## src/sleep_pkg.sv

```systemverilog
// constants shared by the sleep-entry target logic
package sleep_pkg;
  localparam logic [7:0] SLEEP_ID_BYTE = 8'h86;
  localparam logic [7:0] RESERVED_ID_BYTE = 8'hf8;
  localparam logic [3:0] ACK_EDGE = 4'h9;
  localparam logic [3:0] DATA_BITS = 4'h8;
  localparam int CLOCK_MHZ = 250;
  localparam int REC_TIME_US = 400;
  localparam int REC_CYCLES = REC_TIME_US * CLOCK_MHZ;
endpackage

```

## src/line_sync.sv

```systemverilog
// two-flop synchroniser with scl edge detection and bus-condition detection for scl and sda
module line_sync (
  input wire logic clock,
  input wire logic sys_rst,
  input wire logic scl_in,
  input wire logic sda_in,
  output logic scl,
  output logic sda,
  output logic scl_rise,
  output logic scl_fall,
  output logic start_seen,
  output logic stop_seen
);
  logic [1:0] scl_meta;
  logic [1:0] sda_meta;
  logic scl_d;
  logic sda_d;

  always_ff @(posedge clock) begin
    if (sys_rst) begin
      scl_meta <= 2'h3;
      sda_meta <= 2'h3;
      scl_d <= 1'b1;
      sda_d <= 1'b1;
    end else begin
      scl_meta <= {scl_meta[0], scl_in};
      sda_meta <= {sda_meta[0], sda_in};
      scl_d <= scl_meta[1];
      sda_d <= sda_meta[1];
    end
  end

  assign scl = scl_meta[1];
  assign sda = sda_meta[1];
  assign scl_rise = scl & ~scl_d;
  assign scl_fall = ~scl & scl_d;
  assign start_seen = scl & scl_d & sda_d & ~sda;
  assign stop_seen = scl & scl_d & ~sda_d & sda;
endmodule

```

## src/sleep_target.sv

```systemverilog
// i2c target front end that recognises the sleep sequence and enters sleep
module sleep_target #(
  parameter logic [6:0] OWN_ADDR = 7'h50,
  parameter int REC_COUNT = sleep_pkg::REC_CYCLES
) (
  input wire logic clock,
  input wire logic sys_rst,
  input wire logic scl_in,
  input wire logic sda_in,
  input wire logic wake,
  output logic sda_out,
  output logic sda_oe,
  output logic sleeping,
  output logic recovering,
  output logic stop_by_target
);
  typedef enum {IDLE, SHIFT, ACK, SKIP} phase_t;
  typedef enum {SEQ_NONE, SEQ_RSV, SEQ_ADDR} seq_t;

  phase_t phase;
  seq_t seq;
  logic scl;
  logic sda;
  logic scl_rise;
  logic scl_fall;
  logic start_seen;
  logic stop_seen;
  logic [7:0] shreg;
  logic [3:0] bit_count;
  logic first_byte;
  logic release_pending;
  logic [31:0] rec_left;

  line_sync u_sync (
    .clock(clock),
    .sys_rst(sys_rst),
    .scl_in(scl_in),
    .sda_in(sda_in),
    .scl(scl),
    .sda(sda),
    .scl_rise(scl_rise),
    .scl_fall(scl_fall),
    .start_seen(start_seen),
    .stop_seen(stop_seen)
  );

  wire [7:0] next_byte = {shreg[6:0], sda};
  wire byte_done = scl_rise && (bit_count == sleep_pkg::DATA_BITS - 4'h1);
  wire is_rsv = first_byte && (next_byte == sleep_pkg::RESERVED_ID_BYTE);
  wire is_own = (seq == SEQ_RSV) && (next_byte[7:1] == OWN_ADDR) && !next_byte[0];
  // sleep byte only honoured after the full ordered sequence
  wire is_sleep = (seq == SEQ_ADDR) && first_byte
                  && (next_byte == sleep_pkg::SLEEP_ID_BYTE);
  wire do_ack = is_rsv || is_own || is_sleep;
  // ninth rising edge: the ack bit is being sampled
  wire ack_edge = (phase == ACK) && scl_rise;
  wire enter_sleep = ack_edge && release_pending;

  always_ff @(posedge clock) begin
    if (sys_rst) begin
      phase <= IDLE;
      seq <= SEQ_NONE;
      shreg <= 8'h00;
      bit_count <= 4'h0;
      first_byte <= 1'b0;
      release_pending <= 1'b0;
      sda_out <= 1'b0;
      sda_oe <= 1'b0;
      sleeping <= 1'b0;
      recovering <= 1'b0;
      rec_left <= 32'h0;
      stop_by_target <= 1'b0;
    end else begin
      stop_by_target <= 1'b0;
      if (sleeping) begin
        // deaf to the bus while asleep; a wake request starts recovery
        sda_oe <= 1'b0;
        if (wake) begin
          sleeping <= 1'b0;
          recovering <= 1'b1;
          rec_left <= 32'(REC_COUNT);
        end
      end else if (recovering) begin
        if (rec_left <= 32'h1) begin
          recovering <= 1'b0;
        end
        rec_left <= rec_left - 32'h1;
      end else if (start_seen) begin
        phase <= SHIFT;
        bit_count <= 4'h0;
        first_byte <= 1'b1;
        sda_oe <= 1'b0;
      end else if (stop_seen) begin
        phase <= IDLE;
        seq <= SEQ_NONE;
        sda_oe <= 1'b0;
      end else begin
        case (phase)
          SHIFT: begin
            if (scl_rise) begin
              shreg <= next_byte;
              bit_count <= bit_count + 4'h1;
            end
            if (byte_done) begin
              phase <= do_ack ? ACK : SKIP;
              release_pending <= is_sleep;
              first_byte <= 1'b0;
              if (is_rsv) begin
                seq <= SEQ_RSV;
              end else if (is_own) begin
                seq <= SEQ_ADDR;
              end else begin
                seq <= SEQ_NONE;
              end
            end
          end
          ACK: begin
            if (scl_fall && !sda_oe) begin
              sda_out <= 1'b0;
              sda_oe <= 1'b1;
            end
            if (enter_sleep) begin
              // no stop awaited; sda let go at the ninth rising edge
              sda_oe <= 1'b0;
              sleeping <= 1'b1;
              phase <= IDLE;
              seq <= SEQ_NONE;
              // scl is high here, so an undriven sda rises into a stop
              stop_by_target <= sda_oe & ~sda_out;
            end else if (scl_fall && sda_oe) begin
              sda_oe <= 1'b0;
              phase <= SKIP;
              bit_count <= 4'h0;
            end
          end
          SKIP: begin
            // rest of an ordinary transfer is not ours to decode
            sda_oe <= 1'b0;
          end
          default: begin
            phase <= IDLE;
          end
        endcase
      end
    end
  end

  sleep_on_ninth_a: assert property (@(posedge clock) disable iff (sys_rst)
    enter_sleep && !sleeping |=> sleeping && !sda_oe)
    else $error("sleep not entered at ninth scl edge");
  release_sda_a: assert property (@(posedge clock) disable iff (sys_rst)
    sleeping |-> !sda_oe)
    else $error("sda driven while asleep");
  ack_sleep_a: assert property (@(posedge clock) disable iff (sys_rst)
    $rose(sleeping) |-> $past(sda_oe) && !$past(sda_out))
    else $error("sleep entered without acknowledge");
  no_stop_wait_a: assert property (@(posedge clock) disable iff (sys_rst)
    $rose(sleeping) |-> $past(scl_rise))
    else $error("sleep entry not tied to scl edge");
  spurious_stop_a: assert property (@(posedge clock) disable iff (sys_rst)
    stop_by_target |-> sleeping && $past(scl))
    else $error("target stop flagged outside sleep entry");
  ordered_seq_a: assert property (@(posedge clock) disable iff (sys_rst)
    $rose(sleeping) |-> $past(release_pending))
    else $error("sleep without full sequence");
  ack_drive_a: assert property (@(posedge clock) disable iff (sys_rst)
    sda_oe |-> !sda_out)
    else $error("target drove sda high");
  rec_done_a: assert property (@(posedge clock) disable iff (sys_rst)
    $fell(recovering) |-> !sleeping)
    else $error("recovery ended while asleep");

  // reset must leave the bus released and the target awake
  rst_quiet_a: assert property (@(posedge clock)
    sys_rst |=> !sda_oe && !sleeping && !recovering && !stop_by_target)
    else $error("outputs active after reset");

  stop_pulse_a: assert property (@(posedge clock) disable iff (sys_rst)
    stop_by_target |=> !stop_by_target)
    else $error("target stop flag longer than one cycle");

  sleep_stop_a: assert property (@(posedge clock) disable iff (sys_rst)
    enter_sleep && sda_oe |=> stop_by_target)
    else $error("release with scl high not flagged");

  wake_exit_a: assert property (@(posedge clock) disable iff (sys_rst)
    sleeping && wake |=> !sleeping && recovering)
    else $error("wake did not start recovery");

  stay_asleep_a: assert property (@(posedge clock) disable iff (sys_rst)
    sleeping && !wake |=> sleeping)
    else $error("sleep left without wake");

  sleep_idle_a: assert property (@(posedge clock) disable iff (sys_rst)
    sleeping |-> phase == IDLE)
    else $error("bus decoding active while asleep");

  rec_release_a: assert property (@(posedge clock) disable iff (sys_rst)
    recovering |-> !sda_oe)
    else $error("sda driven during recovery");

  rec_load_a: assert property (@(posedge clock) disable iff (sys_rst)
    $rose(recovering) |-> rec_left == 32'(REC_COUNT))
    else $error("recovery count not loaded");

  ack_on_fall_a: assert property (@(posedge clock) disable iff (sys_rst)
    $rose(sda_oe) |-> $past(scl_fall) && phase == ACK)
    else $error("ack driven outside the ack slot");

  // a refused byte must never be answered
  skip_quiet_a: assert property (@(posedge clock) disable iff (sys_rst)
    phase == SKIP |=> !sda_oe)
    else $error("sda driven on a refused transfer");

  stop_clear_a: assert property (@(posedge clock) disable iff (sys_rst)
    stop_seen && !sleeping && !recovering |=> seq == SEQ_NONE)
    else $error("stop did not clear the sequence");
endmodule

```

## config.mk

```make
export PLATFORM = sky130hd
export DESIGN_NAME = sleep_target
export DESIGN_NICKNAME = d
export VERILOG_FILES = /design/src/sleep_pkg.sv /design/src/line_sync.sv /design/src/sleep_target.sv
export SDC_FILE = /design/constraint.sdc
export NUM_CORES = 1
export LEC_CHECK = 0
export ABC_AREA = 1
export BUFFER_PORTS_ARGS = -buffer_cell sky130_fd_sc_hd__buf_2
export CAP_MARGIN = 15
export CORE_ASPECT_RATIO = 1.25
export CORE_MARGIN = 2
export CORE_UTILIZATION = 65
export CTS_CLUSTER_DIAMETER = 100
export DETAILED_ROUTE_END_ITERATION = 12
export PLACE_DENSITY = 0.81
export SYNTH_ARGS = -nofsm -noshare
export SYNTH_HDL_FRONTEND = slang
export SYNTH_HIERARCHICAL = 1
export SYNTH_SLANG_ARGS = --single-unit
```

## constraint.sdc

```tcl
create_clock -name clock -period 5.11 [get_ports clock]
set_clock_uncertainty 0.15 [all_clocks]
set_input_delay 1.022 -clock clock [delete_from_list [all_inputs] [get_ports clock]]
set_output_delay 1.022 -clock clock [all_outputs]
set_load 0.005 [all_outputs]
```

==> impl_metrics.tcl <==
set metrics [dict create \
    syn-mean-instance-area_um2 6.62 \
    synthXorXnorAreaFrac_pct 0 \
    synthMuxAreaShare_pct 0 \
    yosys-top-cells-count "89 x nor2_1, 85 x nand2_1, 69 x inv_1" \
    slowest_delay_ns 0.49 \
    cts_setup_buffers 0 \
    ys_ff_latch 59 \
    routedWlPerCell_um 12.7 \
    slew_viol_final 0 \
    place_congestion 0.884 \
    status "complete, no violations" \
    nNetsFinal 497 \
    slew-limit-headroom_pct 66.3 \
    rsz0062_at_grt "false" \
    clkSinkCount 59 \
    synth_enable_flop_cells 0 \
    ant_nets 0 \
    die_w_um 66.2 \
    crit_slowest_cell "dfxtp_1" \
    finalCritPeriodShare_pct 42.6 \
    rows 28 \
    path_clk_slew_ns 0.07 \
    grt_remaining_overflow 0 \
    io_pins 10 \
    initial_utilization_pct 66.9 \
    cts_root_buffer "clkbuf_8" \
    yosysSeqAreaShare_pct 37.6 \
    worst_slew_pin_slew_ns 0.501 \
    synth_top_family_by_area "simple AND/OR/NAND/NOR gates" \
    diodes 0 \
    synthSimpleGateAreaFrac_pct 37.2 \
    fin_ws_ns 2.93 \
    hold_class "reg -> reg" \
    htree_levels 3 \
    period_minus_slack_ns 2.18 \
    synthAdderAreaFrac_pct 2.39 \
    firstDrtPassIters 8 \
    synthCells 474 \
    peakVddDrop_v 0.000295 \
    powerDensity_mw_per_mm2 352 \
    route.detailed.drc 0 \
    synth_top_cell_by_area "dfxtp_1" \
    worstSetupPathType "reg -> out" \
    synth.most_common_cell "nor2_1" \
    track_usage_pct 28.2 \
    critical_path.top_delay_family "flip-flops" \
    io_buffers 8 \
    crit_path_cell_trace "buf_2" \
    synthTopCellsByArea "dfxtp_1 38%, nor2_1 11%, nand2_1 10%" \
    timing.fmax_mhz 459 \
    coreArea_mm2 0.00469 \
    finalSetupViolations 0 \
    wirelength_um 7010 \
    fp.dieArea_mm2 0.00541 \
    cts_resized 0 \
    clk_latency_ns 0.35 \
    synth_top_area_share_pct 37.6 \
    die_h_um 81.7 \
    leakage_nw 1.70 \
    drive_above_1_share_pct 8.76 \
    pre_cts_ws_ns 2.70 \
    place_area_mm2 0.00323 \
    synthFlopType "dfxtp_1" \
    async_reset_ff_share_pct 0 \
    synth_area_mm2 0.00314 \
    cts_tree "built" \
    grt_max_degree 21 \
    maxCapViolations 0 \
    dpl.hpwl_um 5130 \
    crit_fanout 7 \
    antenna_found_initial 0 \
    design_area_mm2 0.00347 \
    via_per_inst 5.50 \
    ys_types 34 \
    postCtsHoldBufs 0 \
    vias 3032 \
    critPathLaunchType "flop" \
    grt_pass1_wl_um 11500 \
    synth_fp_nets 485 \
    synth_compound_area_share_pct 13.2 \
    ctsLongestPathBuffers 2 \
    first_global_vias 2760 \
    ys_warn_count 6 \
    fin_tns_setup_ns 0 \
    finalHoldViolations 0 \
    drtIter0Drc 238 \
    cts_made_buffers 9 \
    critPathRequiredTime_ns 3.94 \
    arrival_ns 1.01 \
    worst-path-buf-inv 1 \
    cp-end-kind "output port" \
    syn_to_final_growth_pct 10.5 \
]
per-stage QoR:
stage               cells  power [mW]  hold slack, ns  util (%)
finish                551        1.22           0.260      73.9
global route          551        1.28           0.272      73.9
CTS                   551        1.22           0.263      73.9
detailed placement    535       0.704           0.242      68.7
global placement      535       0.699           0.249      68.7
floorplan             474       0.663           0.233         -
metal layers:
layer	GRT usage [%]	wire [µm]	vias up
li1	-	-	1550
met1	29.2	2790	1363
met2	52.9	3660	98
met3	6.71	352	21
met4	12.9	204	0
met5	0	0	-
cell usage in the layout, fill, tap and decap left out, types with 2 or more instances in the layout:
master / netlist / layout
o21a_1: 3 / 3
nor4_1: 3 / 3
inv_1: 69 / 69
a21oi_1: 40 / 40
nand4_1: 13 / 13
or2_1: 4 / 4
nor2_1: 89 / 89
dfxtp_1: 59 / 59
ha_1: 6 / 6
nand2_4: 2 / 2
nor2_4: 4 / 4
o21ai_0: 34 / 34
nand3b_1: 3 / 3
and3_1: 2 / 2
buf_2: 0 / 8
nor2_2: 3 / 3
nor3_1: 8 / 8
nand2_1: 85 / 85
clkbuf_1: 6 / 2
bufinv_16: 0 / 3
or2_2: 3 / 3
nand3_1: 23 / 23
clkbuf_8: 0 / 10
nand2_2: 2 / 2
path summary, 6_finish.rpt:
kind              slack (ns)  cells after the start                 end               start
setup / recovery        2.93                      1            sleeping            sleeping
hold / removal          0.26                      1  u_sync/sda_meta[1]  u_sync/sda_meta[0]
setup reg to reg        2.94                      8            shreg[1]  u_sync/sda_meta[1]
hold reg to reg         0.26                      1  u_sync/sda_meta[1]  u_sync/sda_meta[0]
cell type report:
cell class                      instances  area, µm²
Fill cell                             373       1220
Inverter                               70        263
Tap cell                               60       75.1
Multi-Input combinational cell        337       1660
Timing Repair Buffer                    9       47.5
Clock inverter                          4       97.6
Clock buffer                           12        145
Sequential cell                        59       1180
report_power, final:
group          leakage, nW  internal [mW]  switching (mW)  total [mW]
Clock                0.117          0.338           0.186       0.523
Sequential           0.477          0.480          0.0176       0.498
Combinational         1.11         0.0727           0.126       0.199
cells by family (layout without fill, tap and decap cells):
logic type	Yosys count	count (layout)
adders and majority gates	6	6
other	1	1
buffers and inverters	78	95
AOI/OAI and AO/OA	80	80
DFF	59	59
and+or+nand+nor	250	250
registers in the layout, indices dropped and copies added (netlist names):
signal	flops
release_pending	1
u_sync/sda_meta	2
rec_left	32
stop_by_target	1
u_sync/sda_d	1
phase	2
u_sync/scl_d	1
shreg	7
sleeping	1
u_sync/scl_meta	2
first_byte	1
seq	2
sda_oe	1
recovering	1
bit_count	4
Note: power is estimated with default switching activity, not from simulation.
